**config.mk**
```make
export PLATFORM = sky130hd
export DESIGN_NAME = i2cmrx_top
export DESIGN_NICKNAME = d
export VERILOG_FILES = /design/src/hw/i2cmrx_pkg.sv /design/src/hw/i2cmrx_top.sv
export SDC_FILE = /design/constraint.sdc
export NUM_CORES = 1
export LEC_CHECK = 0
export BUFFER_PORTS_ARGS = -buffer_cell sky130_fd_sc_hd__buf_2
export CAP_MARGIN = 5
export CORE_MARGIN = 5
export CORE_UTILIZATION = 55
export CTS_CLUSTER_SIZE = 12
export DETAILED_ROUTE_END_ITERATION = 10
export PLACE_DENSITY_LB_ADDON = 0.08
export SLEW_MARGIN = 20
export SYNTH_ARGS = -nofsm -noshare
export SYNTH_HDL_FRONTEND = slang
export SYNTH_SLANG_ARGS = --single-unit
```
**constraint.sdc**
```tcl
create_clock -name clk -period 2.8 [get_ports clk]
set_clock_uncertainty 0.15 [all_clocks]
set_input_delay 0.56 -clock clk [delete_from_list [all_inputs] [get_ports clk]]
set_output_delay 0.56 -clock clk [all_outputs]
set_load 0.01 [all_outputs]
```
**src/hw/i2cmrx_pkg.sv**
```systemverilog
package i2cmrx_pkg;
  // ----------------------------------------------------------------
  // Register map
  // ----------------------------------------------------------------
  localparam logic [3:0] ADDR_CONTROL = 4'h0;
  localparam logic [3:0] ADDR_STATUS = 4'h1;
  localparam logic [3:0] ADDR_BAUD = 4'h2;
  localparam logic [3:0] ADDR_TRANSMIT = 4'h3;
  localparam logic [3:0] ADDR_RECEIVE = 4'h4;
  // ----------------------------------------------------------------
  // Field positions
  // ----------------------------------------------------------------
  localparam int CTL_SEN = 0;
  localparam int CTL_REPEATED_START_COMMAND_BIT_BIT = 1;
  localparam int CTL_STOP_BIT = 2;
  localparam int CTL_RX_BIT = 3;
  localparam int CTL_ACK_BIT = 4;
  localparam int CTL_ACKLVL_BIT = 5;
  localparam int ST_FULL = 1;
  localparam int ST_START = 3;
  localparam int ST_STOP = 4;
  localparam int ST_OVF = 6;
  localparam int ST_WCOL = 7;
  localparam int ST_TXSTAT = 14;
  localparam int BAUD_W = 9;
  localparam logic [BAUD_W-1:0] BAUD_RESET = 9'h004;
  localparam logic [3:0] BITS_PER_BYTE = 4'h8;

  typedef enum logic [3:0]
  {
    ST_IDLE = 4'b0000,
    ST_RX_LOW = 4'b0001,
    ST_RX_REL = 4'b0010,
    ST_RX_HIGH = 4'b0011,
    ST_ACK_LOW = 4'b0100,
    ST_ACK_HIGH = 4'b0101,
    ST_P_LOW = 4'b0110,
    ST_P_SCL = 4'b0111,
    ST_P_SDA = 4'b1000,
    ST_RS_LOW = 4'b1001,
    ST_RS_REL = 4'b1010,
    ST_RS_HIGH = 4'b1011,
    ST_RS_SDA = 4'b1100
  } i2cmrx_state_t;
endpackage

```
**src/hw/i2cmrx_top.sv**
```systemverilog
`timescale 1ns/1ps
// Contract
// - Receive command clocks in and samples bits
// - Eighth bit: clear, buffer, full, interrupt
// - Transmit status stays clear while receiving
// - Buffer read clears full flag
// - Byte while full sets overflow, discarded
// - Overflow does not block later reception
// - Transmit write while busy sets collision
// - Command bit writes ignored while busy
// - Acknowledge command sends selected level
// - Acknowledge lasts two periods, then interrupt
// - Ack data driven once clock low
// - Ack end: clock low, then release data
// - Stop: data low, clock, data, done
// - Stop seen sets stop flag, clears start
// - Repeated start: clock low, release data
// - Repeated start high, data low, finish
// - Start seen sets start flag, clears stop
// - Reception honours slave clock stretching
// - Counter reloads nine-bit baud field
module i2cmrx_top
  import i2cmrx_pkg::*;
(
  input wire logic clk,
  input wire logic arst_n,
  input wire logic [3:0] reg_addr,
  input wire logic [15:0] reg_wdata,
  input wire logic reg_wr,
  input wire logic reg_rd,
  output logic [15:0] reg_rdata,
  input wire logic scl_in,
  output logic scl_out,
  output logic scl_oe,
  input wire logic sda_in,
  output logic sda_out,
  output logic sda_oe,
  output logic master_interrupt
);
  import i2cmrx_pkg::*;

  // ----------------------------------------------------------------
  // Reset and pin synchronisers
  // ----------------------------------------------------------------
  logic rst_meta_q;
  logic rst_n_q;
  always_ff @(posedge clk or negedge arst_n)
  begin
    if (!arst_n)
    begin
      rst_meta_q <= 1'b0;
      rst_n_q <= 1'b0;
    end
    else
    begin
      rst_meta_q <= 1'b1;
      rst_n_q <= rst_meta_q;
    end
  end

  logic [1:0] scl_sync_q;
  logic [1:0] sda_sync_q;
  logic sda_prev_q;
  logic scl_prev_q;
  always_ff @(posedge clk or negedge rst_n_q)
  begin
    if (!rst_n_q)
    begin
      scl_sync_q <= 2'h3;
      sda_sync_q <= 2'h3;
      sda_prev_q <= 1'b1;
      scl_prev_q <= 1'b1;
    end
    else
    begin
      scl_sync_q <= {scl_sync_q[0], scl_in};
      sda_sync_q <= {sda_sync_q[0], sda_in};
      sda_prev_q <= sda_sync_q[1];
      scl_prev_q <= scl_sync_q[1];
    end
  end
  wire scl_s = scl_sync_q[1];
  wire sda_s = sda_sync_q[1];
  // Bus conditions seen on the wire, whoever made them
  wire stop_seen = scl_s && scl_prev_q && sda_s && !sda_prev_q;
  wire start_seen = scl_s && scl_prev_q && !sda_s && sda_prev_q;

  // ----------------------------------------------------------------
  // Registers and state
  // ----------------------------------------------------------------
  i2cmrx_state_t state_q;
  i2cmrx_state_t state_d;
  logic [4:0] cmd_q;
  logic [4:0] cmd_d;
  logic ack_level_q;
  logic [BAUD_W-1:0] baud_reload_value_q;
  logic [BAUD_W-1:0] baud_cnt_q;
  logic [BAUD_W-1:0] baud_cnt_d;
  logic [7:0] receive_shift_register_q;
  logic [7:0] shift_d;
  logic [7:0] receive_buffer_q;
  logic [7:0] transmit_buffer_q;
  logic [3:0] bit_cnt_q;
  logic [3:0] bit_cnt_d;
  logic receive_full_flag_q;
  logic receive_overflow_flag_q;
  logic write_collision_flag_q;
  logic start_flag_q;
  logic stop_flag_q;
  logic scl_low_q;
  logic scl_low_d;
  logic sda_low_q;
  logic sda_low_d;
  logic irq_q;
  logic done_d;
  logic byte_done_d;

  wire busy = (state_q != ST_IDLE) || (cmd_q != 5'h00);
  wire baud_zero = (baud_cnt_q == '0);
  wire wr_ctl = reg_wr && (reg_addr == ADDR_CONTROL);
  wire wr_tx = reg_wr && (reg_addr == ADDR_TRANSMIT);
  wire rd_rx = reg_rd && (reg_addr == ADDR_RECEIVE);
  wire [BAUD_W-1:0] baud_dec = baud_cnt_q - 9'h001;

  // ----------------------------------------------------------------
  // Sequencer
  // ----------------------------------------------------------------
  always_comb
  begin
    state_d = state_q;
    cmd_d = cmd_q;
    baud_cnt_d = baud_zero ? baud_cnt_q : baud_dec;
    bit_cnt_d = bit_cnt_q;
    shift_d = receive_shift_register_q;
    scl_low_d = scl_low_q;
    sda_low_d = sda_low_q;
    done_d = 1'b0;
    byte_done_d = 1'b0;
    case (state_q)
      ST_IDLE:
      begin
        baud_cnt_d = baud_reload_value_q;
        if (cmd_q[CTL_RX_BIT])
        begin
          state_d = ST_RX_LOW;
          bit_cnt_d = 4'h0;
          scl_low_d = 1'b1;
          sda_low_d = 1'b0;
        end
        else if (cmd_q[CTL_ACK_BIT])
        begin
          state_d = ST_ACK_LOW;
          scl_low_d = 1'b1;
        end
        else if (cmd_q[CTL_STOP_BIT])
        begin
          state_d = ST_P_LOW;
          sda_low_d = 1'b1;
        end
        else if (cmd_q[CTL_REPEATED_START_COMMAND_BIT_BIT])
        begin
          state_d = ST_RS_LOW;
          scl_low_d = 1'b1;
        end
      end
      ST_RX_LOW:
        if (baud_zero)
        begin
          scl_low_d = 1'b0;
          state_d = ST_RX_REL;
        end
      ST_RX_REL:
      begin
        // Counter is held until the slave lets the clock rise
        baud_cnt_d = baud_reload_value_q;
        if (scl_s)
          state_d = ST_RX_HIGH;
      end
      ST_RX_HIGH:
        if (baud_zero)
        begin
          shift_d = {receive_shift_register_q[6:0], sda_s};
          scl_low_d = 1'b1;
          baud_cnt_d = baud_reload_value_q;
          bit_cnt_d = bit_cnt_q + 4'h1;
          if (bit_cnt_q == BITS_PER_BYTE - 4'h1)
          begin
            state_d = ST_IDLE;
            cmd_d[CTL_RX_BIT] = 1'b0;
            byte_done_d = 1'b1;
            done_d = 1'b1;
          end
          else
            state_d = ST_RX_LOW;
        end
      ST_ACK_LOW:
        if (!scl_s)
        begin
          sda_low_d = !ack_level_q;
          if (baud_zero)
          begin
            scl_low_d = 1'b0;
            baud_cnt_d = baud_reload_value_q;
            state_d = ST_ACK_HIGH;
          end
        end
        else
          baud_cnt_d = baud_reload_value_q;
      ST_ACK_HIGH:
        if (baud_zero)
        begin
          // Data is released in the cycle after the clock falls
          scl_low_d = 1'b1;
          state_d = ST_IDLE;
          cmd_d[CTL_ACK_BIT] = 1'b0;
          done_d = 1'b1;
        end
      ST_P_LOW:
        if (baud_zero)
        begin
          scl_low_d = 1'b0;
          baud_cnt_d = baud_reload_value_q;
          state_d = ST_P_SCL;
        end
      ST_P_SCL:
        if (baud_zero)
        begin
          sda_low_d = 1'b0;
          baud_cnt_d = baud_reload_value_q;
          state_d = ST_P_SDA;
        end
      ST_P_SDA:
        if (baud_zero)
        begin
          state_d = ST_IDLE;
          cmd_d[CTL_STOP_BIT] = 1'b0;
          done_d = 1'b1;
        end
      ST_RS_LOW:
        if (scl_s)
          baud_cnt_d = baud_reload_value_q;
        else
        begin
          sda_low_d = 1'b0;
          if (baud_zero && sda_s)
          begin
            scl_low_d = 1'b0;
            state_d = ST_RS_REL;
          end
        end
      ST_RS_REL:
      begin
        baud_cnt_d = baud_reload_value_q;
        if (scl_s)
          state_d = ST_RS_HIGH;
      end
      ST_RS_HIGH:
        if (baud_zero)
        begin
          sda_low_d = 1'b1;
          baud_cnt_d = baud_reload_value_q;
          state_d = ST_RS_SDA;
        end
      ST_RS_SDA:
        if (baud_zero)
        begin
          scl_low_d = 1'b1;
          state_d = ST_IDLE;
          cmd_d[CTL_REPEATED_START_COMMAND_BIT_BIT] = 1'b0;
          done_d = 1'b1;
        end
      default:
        state_d = ST_IDLE;
    endcase
    if (wr_ctl && !busy)
      cmd_d = reg_wdata[4:0];
  end

  // Ack release follows the clock fall by one cycle
  wire ack_release = (state_q == ST_IDLE) && scl_low_q && sda_low_q && !cmd_q[CTL_STOP_BIT];

  always_ff @(posedge clk or negedge rst_n_q)
  begin
    if (!rst_n_q)
    begin
      state_q <= ST_IDLE;
      cmd_q <= 5'h00;
      baud_cnt_q <= BAUD_RESET;
      bit_cnt_q <= 4'h0;
      receive_shift_register_q <= 8'h00;
      scl_low_q <= 1'b0;
      sda_low_q <= 1'b0;
      irq_q <= 1'b0;
    end
    else
    begin
      state_q <= state_d;
      cmd_q <= cmd_d;
      baud_cnt_q <= baud_cnt_d;
      bit_cnt_q <= bit_cnt_d;
      receive_shift_register_q <= shift_d;
      scl_low_q <= scl_low_d;
      sda_low_q <= ack_release ? 1'b0 : sda_low_d;
      irq_q <= done_d;
    end
  end

  // ----------------------------------------------------------------
  // Software registers and flags
  // ----------------------------------------------------------------
  always_ff @(posedge clk or negedge rst_n_q)
  begin
    if (!rst_n_q)
    begin
      ack_level_q <= 1'b0;
      baud_reload_value_q <= BAUD_RESET;
      receive_buffer_q <= 8'h00;
      transmit_buffer_q <= 8'hff;
      receive_full_flag_q <= 1'b0;
      receive_overflow_flag_q <= 1'b0;
      write_collision_flag_q <= 1'b0;
      start_flag_q <= 1'b0;
      stop_flag_q <= 1'b0;
    end
    else
    begin
      if (wr_ctl)
        ack_level_q <= reg_wdata[CTL_ACKLVL_BIT];
      if (reg_wr && reg_addr == ADDR_BAUD)
        baud_reload_value_q <= reg_wdata[BAUD_W-1:0];
      if (wr_tx && !busy)
        transmit_buffer_q <= reg_wdata[7:0];
      // Hardware set wins over software clear on every flag
      if (wr_tx && busy)
        write_collision_flag_q <= 1'b1;
      else if (reg_wr && reg_addr == ADDR_STATUS && !reg_wdata[ST_WCOL])
        write_collision_flag_q <= 1'b0;
      if (byte_done_d && receive_full_flag_q && !rd_rx)
        receive_overflow_flag_q <= 1'b1;
      else if (reg_wr && reg_addr == ADDR_STATUS && !reg_wdata[ST_OVF])
        receive_overflow_flag_q <= 1'b0;
      if (byte_done_d && (!receive_full_flag_q || rd_rx))
      begin
        receive_buffer_q <= shift_d;
        receive_full_flag_q <= 1'b1;
      end
      else if (rd_rx)
        receive_full_flag_q <= 1'b0;
      if (stop_seen)
      begin
        stop_flag_q <= 1'b1;
        start_flag_q <= 1'b0;
      end
      else if (start_seen)
      begin
        start_flag_q <= 1'b1;
        stop_flag_q <= 1'b0;
      end
    end
  end

  // ----------------------------------------------------------------
  // Read port
  // ----------------------------------------------------------------
  logic [15:0] status_word;
  always_comb
  begin
    status_word = 16'h0000;
    status_word[ST_FULL] = receive_full_flag_q;
    status_word[ST_START] = start_flag_q;
    status_word[ST_STOP] = stop_flag_q;
    status_word[ST_OVF] = receive_overflow_flag_q;
    status_word[ST_WCOL] = write_collision_flag_q;
    status_word[ST_TXSTAT] = 1'b0;
  end
  wire [15:0] rd_mux =
    (reg_addr == ADDR_CONTROL) ? {10'h000, ack_level_q, cmd_q} :
    (reg_addr == ADDR_STATUS) ? status_word :
    (reg_addr == ADDR_BAUD) ? {7'h00, baud_reload_value_q} :
    (reg_addr == ADDR_TRANSMIT) ? {8'h00, transmit_buffer_q} :
    (reg_addr == ADDR_RECEIVE) ? {8'h00, receive_buffer_q} : 16'h0000;

  always_ff @(posedge clk or negedge rst_n_q)
  begin
    if (!rst_n_q)
      reg_rdata <= 16'h0000;
    else
      reg_rdata <= reg_rd ? rd_mux : 16'h0000;
  end

  // Open drain: drive low or release only
  assign scl_out = 1'b0;
  assign sda_out = 1'b0;
  assign scl_oe = scl_low_q;
  assign sda_oe = sda_low_q;
  assign master_interrupt = irq_q;
endmodule
```
**After elaboration in Yosys (flattened, before gate mapping)**

Index checks and enable logic that the tools add are counted.

- Register bits: 81
- Output and inout port bits: 21
- Word-level logic and storage cells: 208

- Add/sub/neg operators: 2
- Equality and inequality tests: 40
- Mux-type cells: 74
- Reduce and logical (&&, ||, !) cells: 64

Operators with widths:

| operator | count |
|---|---|
| $mux W4 | 18 |
| $mux W9 | 8 |
| $pmux W4 S11 | 1 |
| $mux W1 | 37 |
| $pmux W9 S4 | 1 |
| $mux W8 | 4 |
| $eq A4 B3 Y1 const B | 6 |
| $ne A2 B2 Y1 const B | 12 |
| $logic_and A1 B1 Y1 | 22 |
| $reduce_bool A2 Y1 | 11 |
| $eq A4 B4 Y1 const B | 5 |
| $eq A4 B2 Y1 const B | 4 |
| $ne A4 B4 Y1 const B | 4 |
| $reduce_and A7 Y1 | 2 |
| $reduce_and A13 Y1 | 1 |
| $ne A3 B3 Y1 const B | 4 |
| $pmux W1 S5 | 2 |
| $reduce_bool A5 Y1 | 2 |
| $logic_not A1 Y1 | 9 |
| $logic_not A9 Y1 | 1 |
| $reduce_or A3 Y1 | 3 |
| $sub A9 B1 Y9 const B | 1 |
| $eq A4 B1 Y1 const B | 2 |
| $logic_not A4 Y1 | 2 |
| other kinds (13) | 18 |

**Logic depth before layout (Yosys ltp)**

Gate-level depths: netlist of the first run.

- Depth in word-level cells: 7
- Gate-level depth with buffers: 9
- Mapped depth without buffers: 7

**Worst setup path after synthesis of the first run**

Ideal clock, no wire load.

- Path type: reg2reg
- Start point: register baud_cnt_q[0]
- End point: register state_q[3]
- Setup time: 0.124 ns
- Arrival: 2.002 ns
- Required time: 2.526 ns
- Slack: 0.524 ns
- Stages on the path, launching flop included: 8
- Path buffers: 0
- Path through: dfrtp_1 inv_1 ha_1 nor4b_4 nand2_4 a221o_1 or2_4 a211o_1

- Word-level cells in the longest chain between the ends: 4
- Elaborated cells between the ends (all ways): 11
- Those cells by class: eq/ne (8); reduce/logical (3)

RTL lines:

| element | RTL line | RTL |
|---|---|---|
| start: declaration | i2cmrx_top.sv:97 | `logic [BAUD_W-1:0] baud_cnt_q;` |
| start signal: assignment | i2cmrx_top.sv:299 | `baud_cnt_q <= baud_cnt_d;` |
| $logic_not A9 Y1 (*) | i2cmrx_top.sv:119 | `wire baud_zero = (baud_cnt_q == '0);` |
| $logic_and A1 B1 Y1 | i2cmrx_top.sv:245 | `if (baud_zero && sda_s)` |
| $ne A2 B2 Y1 (no line) | n/a |  |
| $reduce_and A13 Y1 (no line) (*) | n/a |  |
| end signal: assignment | i2cmrx_top.sv:297 | `state_q <= state_d;` |
| end: declaration | i2cmrx_top.sv:91 | `i2cmrx_state_t state_q;` |

Every way passes the cells marked *; elsewhere a longest branch is shown, timed or not.
A chain may end at the register's enable or synchronous reset.

**Worst setup path after layout of the first run**

- Start point: register state_q[0]
- End point: register receive_buffer_q[3]

- Elaborated cells between the ends (all ways): 4
- Those cells by class: eq/ne (1); mux (2); reduce/logical (1)

RTL lines:

| element | RTL line | RTL |
|---|---|---|
| $eq A4 B2 Y1 | i2cmrx_top.sv:139 | `case (state_q)` |
| $mux W8 | i2cmrx_top.sv:139 |  |
| via shift_d[3] | i2cmrx_top.sv:100 | `logic [7:0] shift_d;` |
| end signal: assignment | i2cmrx_top.sv:344 | `receive_buffer_q <= shift_d;` |
| end: declaration | i2cmrx_top.sv:101 | `logic [7:0] receive_buffer_q;` |

The timed path passes the listed nets, and every way through them passes these cells.

==> flow_metrics.py, run 1 <==
metrics = {
    "worst_hold_path": {
        "hp-class": "input pin to flip-flop",
    },
    "cells_and_area": {
        "drive_gt1_frac": 0.258,
        "final_common_cell": "dfrtp_1",
        "stdcell_count": 590,
        "utilization": 0.631,
        "area_growth_pct": 11.2,
        "nets": 512,
        "antenna_cells": 0,
        "final_cell_mix": "dfrtp_1 (64), nand2_1 (58), nor2_1 (35), mux2_2 (31), buf_2 (30)",
    },
    "sta": {
        "finalCritPeriodShare": 0.871,
        "final.min_clock_period_ns": 2.44,
        "final.setup.tns_ns": 0,
        "tightest_slew_ns": 0.959,
        "hold_violations": 0,
        "rsz0062_at_grt": "false",
        "relSlewSlack": 0.360,
        "finalSetupViolations": 0,
        "drv_slew": 0,
        "fmax_ghz": 0.410,
    },
    "critical_path": {
        "cp.arrival_ns": 2.52,
        "crit_path_max_fanout": 18,
        "crit_slowest_cell": "dfrtp_1",
        "required_ns": 2.88,
        "cp_cell_sequence": "buf_4 -> and4bb_2 -> nand3_1 -> nand2_1 -> nand2_1 -> mux2_2",
        "slowest_delay_ns": 0.63,
        "critPathKind": "flip-flop to flip-flop",
        "cp-end-kind": "flip-flop",
        "crit_path_start_kind": "flip-flop",
        "cpMostUsedCell": "nand2_1",
    },
    "floorplanning": {
        "rows": 32,
        "die_width_um": 99.3,
        "ioPinCount": 47,
        "coreArea_mm2": 0.00773,
        "start_util": 0.567,
        "dieArea_mm2": 0.00985,
        "die_h_um": 99.3,
    },
    "synth": {
        "synth_flop_cell": "dfrtp_1",
        "syn_area_per_cell_um2": 9.76,
        "yosysTopAreaCell": "dfrtp_1",
        "ys_seq_elements": 81,
        "synthArstFlopShare": 1.00,
        "syn_area_mm2": 0.00438,
        "ys_seq_area_frac": 0.467,
        "synth.distinct_cells": 67,
        "synth_edf_count": 0,
        "yosysTopAreaCellShare": 0.371,
        "synth_cells": 449,
        "ys_warn_count": 0,
        "synth_area_leaders": "dfrtp_1 (37%), dfstp_2 (9.6%), mux2_2 (8.0%)",
    },
    "drt": {
        "routed_via_density": 5.90,
        "drc": 0,
        "ant_nets": 0,
        "post_drt_wl_per_cell_um": 17.4,
        "dr_total_vias": 3479,
        "routed_wl_mm": 10.3,
        "first_pass_iters": 5,
        "drt_iter0_drc": 312,
    },
    "clock_tree": {
        "post_cts_buffers": 0,
        "cts_resized": 0,
        "cts.htree.levels": 3,
        "numClockSinks": 81,
        "clk_latency_ns": 0.35,
        "cts_made_buffers": 9,
        "cts_hold_buf": 1,
        "path_clk_slew_ns": 0.08,
        "cts_buffer_depth": 2,
        "cts_tree": "done",
        "clock-root-buffer": "clkbuf_8",
    },
    "outcome": {
        "outcome": "finished, final reports clean",
    },
    "power_and_ir_drop": {
        "p_leak_nw": 2.21,
        "ir_drop_mv": 0.562,
        "power_density_mw_per_mm2": 981,
    },
    "grt": {
        "grt_max_degree": 78,
        "grt_pass1_wl_mm": 17.2,
        "grtUsageTotal": 0.218,
        "gr-total-overflow": 0,
        "antenna_found_initial": 0,
        "grt_pass1_vias": 3421,
    },
    "place": {
        "gp_congestion": 0.868,
        "place_inst": 573,
        "numPortBuffers": 30,
        "dp_hpwl_mm": 7.43,
    },
    "flow_run": {
        "max_cap_violations": 0,
    },
}
## layout make-up
class	instances	area (um2)
Multi-Input combinational cell	332	2150
Clock inverter	6	73.8
Sequential cell	81	2050
Tap cell	102	128
Timing Repair Buffer	49	295
Fill cell	643	2850
Clock buffer	10	138
Inverter	10	37.5
## final timing paths
path                                                   endpoint  slack [ns]  cells after the start                   start
worst max-delay path            receive_buffer_q[3]$_DFFE_PN0P_        0.36                      6  state_q[0]$_DFFE_PN0P_
worst min-delay path                    sda_sync_q[0]$_DFF_PN1_        0.16                      1                  sda_in
worst max register to register  receive_buffer_q[3]$_DFFE_PN0P_        0.36                      6  state_q[0]$_DFFE_PN0P_
min in group asynchronous            master_interrupt$_DFF_PN0_        0.34                      0       rst_n_q$_DFF_PN0_
max in group asynchronous               baud_cnt_q[2]$_DFF_PN1_        1.44                      1       rst_n_q$_DFF_PN0_
worst min register to register                rst_n_q$_DFF_PN0_        0.20                      0    rst_meta_q$_DFF_PN0_
## cell usage after synthesis (3+ instances only)
cell and count:
o21ai_0 28, mux2i_1 10, or3b_2 3, a211oi_1 6, a22o_1 4, dfrtp_1 65
buf_4 9, o21a_1 3, a21o_1 4, and2_1 3, o22ai_1 3, mux2_2 31
nor3b_1 5, clkbuf_1 15, a31oi_1 10, nor2_1 35, o2bb2ai_1 4, nor3_1 7
nand3_1 11, nand2b_1 4, nor4_1 4, ha_1 3, or3_1 3, nor2b_1 8
dfstp_2 16, inv_1 10, a22oi_1 6, o31ai_1 5, buf_2 6, nand2_1 58
buf_1 3, a21oi_1 22
## power by group
part / internal [mW] / switching [mW] / total, mW
sequential: 1.49 / 0.447 / 1.94
combinational: 0.914 / 1.04 / 1.95
clock: 0.447 / 0.446 / 0.893
total: 2.85 / 1.93 / 4.78
## critical path: cells and delay by family (launching register included)
| family | cells | cell delay [ns] |
|---|---|---|
| and+or+nand+nor | 4 | 0.97 |
| muxes | 1 | 0.26 |
| buffers and inverters | 1 | 0.31 |
| DFF | 1 | 0.63 |
## state kept, by name, indices dropped and copies added (netlist names), 4 cells and up
register	count
reg_rdata	9
baud_reload_value_q	9
bit_cnt_q	4
receive_shift_register_q	8
transmit_buffer_q	8
cmd_q	5
state_q	4
baud_cnt_q	9
receive_buffer_q	8
## stage by stage
stage | hold slack, ns | instance area [um2] | setup slack, ns | power (mW)
floorplan | 0.114 | 4410 | 0.255 | 3.33
CTS | 0.140 | 4870 | 0.363 | 4.78
global route | 0.135 | 4870 | 0.164 | 5.13
global placement | 0.187 | 4650 | 0.405 | 3.83
finish | 0.157 | 4870 | 0.361 | 4.78
detailed placement | 0.193 | 4650 | 0.373 | 3.88
## layer usage
layer	track usage	vias up	routed length [um]
met5	0	-	0
met4	0.0777	0	133
met3	0.0302	10	447
met2	0.338	92	4890
met1	0.313	1713	4820
li1	-	1664	-
## cells by family (layout without fill, tap and decap cells)
logic type | after synthesis | in the layout | share of synthesized area
other | 2 | 10 | 0.00171
flip-flops | 81 | 81 | 0.467
XOR/XNOR | 2 | 2 | 0.00400
buffers and inverters | 44 | 75 | 0.0488
adder cells (fa/ha/maj) | 3 | 3 | 0.00857
AO/OA/AOI/OAI | 114 | 114 | 0.171
AND/OR/NAND/NOR | 162 | 162 | 0.196
multiplexers | 41 | 41 | 0.103
Power figures use the tool's default switching activity.
==> inputs of run 2 (changes only) <==
--- a/config.mk
+++ b/config.mk
@@ -8,7 +8,7 @@
 export BUFFER_PORTS_ARGS = -buffer_cell sky130_fd_sc_hd__buf_2
 export CAP_MARGIN = 5
 export CORE_MARGIN = 5
-export CORE_UTILIZATION = 55
+export CORE_UTILIZATION = 45
 export CTS_CLUSTER_SIZE = 12
 export DETAILED_ROUTE_END_ITERATION = 10
 export PLACE_DENSITY_LB_ADDON = 0.08
==> flow_metrics.py, run 2 (same netlist as run 1, synthesis figures left out) <==
metrics = {
    "cells_and_area": {
        "final_cell_mix": "dfrtp_1 (64), nand2_1 (58), nor2_1 (35), mux2_2 (31), buf_2 (30)",
        "area_growth_pct": 12.2,
        "antenna_cells": 0,
        "ff_latch_area_mm2": 0.00205,
        "multi_input_area_mm2": 0.00215,
        "reg_top3": "baud_cnt_q x9, baud_reload_value_q x9, reg_rdata x9",
        "nFillCells": 919,
        "final_common_cell": "dfrtp_1",
        "nets": 514,
        "drive_gt1_frac": 0.261,
    },
    "sta": {
        "final.min_clock_period_ns": 2.44,
        "fmax_ghz": 0.411,
        "hold_violations": 0,
        "relSlewSlack": 0.539,
        "finalCritPeriodShare": 0.870,
        "hold_slack_ns": 0.165,
        "tightest_slew_ns": 0.692,
        "rsz0062_at_grt": "false",
        "final.setup.tns_ns": 0,
        "drv_slew": 0,
        "finalSetupViolations": 0,
    },
    "floorplanning": {
        "ioPinCount": 47,
        "start_util": 0.455,
        "rows": 36,
        "die_width_um": 109,
        "die_h_um": 109,
        "dieArea_mm2": 0.0118,
        "coreArea_mm2": 0.00964,
    },
    "drt": {
        "routed_via_density": 5.51,
        "dr_total_vias": 3433,
        "ant_nets": 0,
        "post_drt_wl_per_cell_um": 17.0,
        "drt_iter0_drc": 154,
        "first_pass_iters": 5,
        "drc": 0,
        "routed_wl_mm": 10.6,
    },
    "outcome": {
        "outcome": "finished, final reports clean",
    },
    "grt": {
        "grtUsageTotal": 0.188,
        "grt_pass1_vias": 3318,
        "grt_pass1_wl_mm": 17.3,
        "antenna_found_initial": 0,
        "gr-total-overflow": 0,
        "grt_max_degree": 48,
    },
    "worst_hold_path": {
        "whs_path_depth": 1,
        "hp-class": "input pin to flip-flop",
        "hold_end": "scl_sync_q[0]$_DFF_PN1_",
        "hold_start": "scl_in",
    },
    "clock_tree": {
        "numClockSinks": 81,
        "clk_latency_ns": 0.34,
        "cts_resized": 0,
        "cts_tree": "done",
        "clock-root-buffer": "clkbuf_8",
        "cts_buffer_depth": 2,
        "path_clk_slew_ns": 0.09,
        "cts_made_buffers": 9,
        "cts.htree.levels": 3,
    },
    "critical_path": {
        "r2r-end": "state_q[3]$_DFFE_PN0P_",
        "cp.arrival_ns": 2.52,
        "reg2regPathDepth": 6,
        "critPathKind": "flip-flop to flip-flop",
        "cp-end-kind": "flip-flop",
        "crit_path_start_kind": "flip-flop",
        "r2r-start": "state_q[2]$_DFFE_PN0P_",
        "crit_path_max_fanout": 20,
        "reg2reg_slack_ns": 0.36,
        "required_ns": 2.89,
    },
    "place": {
        "dp_hpwl_mm": 7.80,
        "numPortBuffers": 30,
        "gp_congestion": 0.851,
    },
    "flow_run": {
        "max_cap_violations": 0,
    },
    "power_and_ir_drop": {
        "power_density_mw_per_mm2": 962,
        "ir_drop_mv": 0.493,
        "p_leak_nw": 2.21,
    },
}
==> run 2: through the flow <==
stage          setup slack [ns]  instance area, um2   util  instances  power (mW)
2_1_floorplan             0.255                4410      -        457        3.33
3_3_place_gp              0.369                4720  0.489        606        3.90
3_5_place_dp              0.369                4720  0.489        606        3.94
4_1_cts                   0.372                4910  0.510        623        4.76
5_1_grt                   0.232                4910  0.510        623        5.10
6_report                  0.365                4910  0.510        623        4.73
==> run 2: worst max-delay path, stage by stage, from the launching register on <==
cell and delay [ns]:
dfrtp_1 0.77, nor2b_1 0.59, nor3b_1 0.12, o31ai_1 0.22, buf_4 0.18, nor4b_1 0.06
a211o_1 0.23
==> run 2: area by class of cell <==
class,count,area share
clock buffer,10,0.0280
clock inverter,6,0.00993
inverter,10,0.00764
multi-input combinational,332,0.438
sequential,81,0.417
tap,133,0.0339
timing repair buffer,51,0.0657
==> run 2: power by group <==
part / switching [mW] / internal [mW]
Clock: 0.445 / 0.358
Combinational: 1.06 / 0.950
Sequential: 0.427 / 1.49
Total: 1.93 / 2.80
==> run 2: worst max-delay path by stage <==
stage / endpoint / slack, ns / from / cells past startpoint
floorplan: ack_level_q$_DFFE_PN0P_ / 0.25 / rst_n_q$_DFF_PN0_ / 0
global placement: receive_buffer_q[4]$_DFFE_PN0P_ / 0.37 / reg_addr[0] / 5
detailed placement: receive_buffer_q[4]$_DFFE_PN0P_ / 0.37 / reg_addr[0] / 5
CTS: state_q[3]$_DFFE_PN0P_ / 0.37 / state_q[3]$_DFFE_PN0P_ / 5
global route: state_q[3]$_DFFE_PN0P_ / 0.23 / state_q[2]$_DFFE_PN0P_ / 6
finish: state_q[3]$_DFFE_PN0P_ / 0.36 / state_q[2]$_DFFE_PN0P_ / 6
==> run 2: routing by layer <==
| metal | vias up | GRT usage | part of all wire |
|---|---|---|---|
| li1 | 1679 | - | - |
| met1 | 1672 | 0.271 | 0.46 |
| met2 | 74 | 0.298 | 0.49 |
| met3 | 8 | 0.0261 | 0.044 |
| met4 | 0 | 0.0496 | 0.0086 |
| met5 | - | 0 | 0 |
==> run 2: repair_timing <==
action | CTS | global route
hold buffers | 1 | 0
buffers inserted | 0 | 0
hold endpoints to repair | 2 | 0
==> inputs of run 3 (changes only) <==
--- a/config.mk
+++ b/config.mk
@@ -11,7 +11,6 @@
 export CORE_UTILIZATION = 45
 export CTS_CLUSTER_SIZE = 12
 export DETAILED_ROUTE_END_ITERATION = 10
-export PLACE_DENSITY_LB_ADDON = 0.08
 export SLEW_MARGIN = 20
 export SYNTH_ARGS = -nofsm -noshare
 export SYNTH_HDL_FRONTEND = slang
==> flow_metrics.py, run 3 (same netlist as run 1, synthesis figures left out) <==
metrics = {
    "cells_and_area": {
        "reg_top3": "baud_cnt_q x9, baud_reload_value_q x9, reg_rdata x9",
        "final_common_cell": "dfrtp_1",
        "fin_area_mm2": 0.00491,
        "final_cell_mix": "dfrtp_1 (64), nand2_1 (58), nor2_1 (35), mux2_2 (31), buf_2 (30)",
        "drive_gt1_frac": 0.260,
        "antenna_cells": 0,
        "area_growth_pct": 12.2,
        "nets": 513,
    },
    "sta": {
        "drv_slew": 0,
        "finalCritPeriodShare": 0.868,
        "rsz0062_at_grt": "false",
        "hold_violations": 0,
        "tightest_slew_ns": 0.611,
        "fmax_ghz": 0.412,
        "finalSetupViolations": 0,
        "relSlewSlack": 0.592,
        "final.min_clock_period_ns": 2.43,
        "final.setup.tns_ns": 0,
    },
    "drt": {
        "dr_total_vias": 3471,
        "drt_iter0_drc": 143,
        "drc": 0,
        "first_pass_iters": 5,
        "ant_nets": 0,
        "routed_via_density": 5.58,
        "routed_wl_mm": 10.5,
        "post_drt_wl_per_cell_um": 16.9,
    },
    "critical_path": {
        "cp-end-kind": "flip-flop",
        "cp_num_buf_inv": 1,
        "crit_slowest_cell": "dfrtp_1",
        "cp.arrival_ns": 2.52,
        "crit_path_start_kind": "flip-flop",
        "slowest_delay_ns": 0.44,
        "crit_path_max_fanout": 6,
        "critPathKind": "flip-flop to flip-flop",
        "cp_cell_sequence": "inv_1 -> ha_1 -> nor4b_4 -> nand2_4 -> a221o_1 -> or2_4 -> a211o_1",
        "required_ns": 2.89,
        "path_delay_family": "simple AND/OR/NAND/NOR gates",
    },
    "outcome": {
        "outcome": "finished, final reports clean",
    },
    "clock_tree": {
        "numClockSinks": 81,
        "cts_resized": 0,
        "clock-root-buffer": "clkbuf_8",
        "cts_buffer_depth": 2,
        "path_clk_slew_ns": 0.09,
        "cts.htree.levels": 3,
        "cts_made_buffers": 9,
        "clk_latency_ns": 0.35,
        "cts_tree": "done",
    },
    "grt": {
        "grt_max_degree": 80,
        "gr-total-overflow": 0,
        "grt_pass1_vias": 3338,
        "grtUsageTotal": 0.191,
        "antenna_found_initial": 0,
        "grt_pass1_wl_mm": 17.6,
    },
    "place": {
        "gp_congestion": 0.885,
        "dp_hpwl_mm": 7.66,
        "dpl-instance-area_mm2": 0.00469,
        "numPortBuffers": 30,
    },
    "power_and_ir_drop": {
        "p_leak_nw": 2.21,
        "ir_drop_mv": 0.390,
        "power_density_mw_per_mm2": 963,
    },
    "floorplanning": {
        "dieArea_mm2": 0.0118,
        "die_h_um": 109,
        "coreArea_mm2": 0.00964,
        "start_util": 0.455,
        "ioPinCount": 47,
        "rows": 36,
        "die_width_um": 109,
    },
    "worst_hold_path": {
        "hp-class": "flip-flop to async pin",
    },
    "flow_run": {
        "max_cap_violations": 0,
    },
}
-- run 3: changes by cell type in the layout (fill, tap and decap cells not counted), sizes merged --
| cell | previous run | this run |
|---|---|---|
| buf | 50 | 49 |
-- run 3: worst paths after layout --
kind	start	to	slack, ns	depth (start not counted)
worst min register to register	rst_n_q$_DFF_PN0_	scl_oe$_DFFE_PN0P_	0.07	0
max in group asynchronous	rst_n_q$_DFF_PN0_	baud_cnt_q[2]$_DFF_PN1_	1.79	1
min in group clk	scl_in	scl_sync_q[0]$_DFF_PN1_	0.15	1
worst min-delay path	rst_n_q$_DFF_PN0_	scl_oe$_DFFE_PN0P_	0.07	0
worst max-delay path	baud_cnt_q[0]$_DFF_PN0_	state_q[3]$_DFFE_PN0P_	0.37	7
worst max register to register	baud_cnt_q[0]$_DFF_PN0_	state_q[3]$_DFFE_PN0P_	0.37	7
-- run 3: report_power, final --
part | total (mW) | switching, mW | internal [mW] | leakage [nW]
Combinational | 2.02 | 1.07 | 0.952 | 1.12
Clock | 0.809 | 0.452 | 0.357 | 0.0912
Sequential | 1.90 | 0.410 | 1.49 | 1.00
Total | 4.73 | 1.93 | 2.80 | 2.21
-- run 3: worst reg2reg max path, delay by kind of cell, from the launching register on --
kind | cells | cell delay [ns]
flip-flops | 1 | 0.44
AND/OR/NAND/NOR | 3 | 0.79
adder cells (fa/ha/maj) | 1 | 0.15
AO/OA/AOI/OAI | 2 | 0.70
buffers and inverters | 1 | 0.11
-- run 3: cell type report --
type / instances / area [um2]
tap: 133 / 166
fill: 937 / 4720
multi-input combinational: 332 / 2150
timing repair buffer: 50 / 323
sequential: 81 / 2050
clock inverter: 6 / 48.8
clock buffer: 10 / 138
inverter: 10 / 37.5
-- run 3: metrics by stage --
step	utilization	hold WS, ns	setup WS, ns	power, mW	instances
floorplan	-	0.114	0.255	3.33	457
CTS	0.507	0.128	0.369	4.76	621
global route	0.510	0.0999	0.248	5.12	622
global placement	0.487	0.187	0.385	3.88	604
finish	0.510	0.0655	0.370	4.73	622
detailed placement	0.487	0.193	0.367	3.93	604
-- run 3: per-layer routing --
| layer | share of wire | up-vias | routed length, um | global-route usage |
|---|---|---|---|---|
| met3 | 0.047 | 11 | 492 | 0.0456 |
| met5 | 0 | - | 0 | 0 |
| met1 | 0.47 | 1719 | 4900 | 0.270 |
| met4 | 0.013 | 0 | 135 | 0.0514 |
| met2 | 0.47 | 73 | 4970 | 0.296 |
| li1 | - | 1668 | - | - |
-- run 3: what timing repair did --
| action | 4_1_cts | 5_1_grt |
|---|---|---|
| endpoints found under the setup margin | 0 | 0 |
| endpoints found under the hold margin | 2 | 0 |
| buffers inserted | 0 | 0 |
| hold buffers | 1 | 0 |
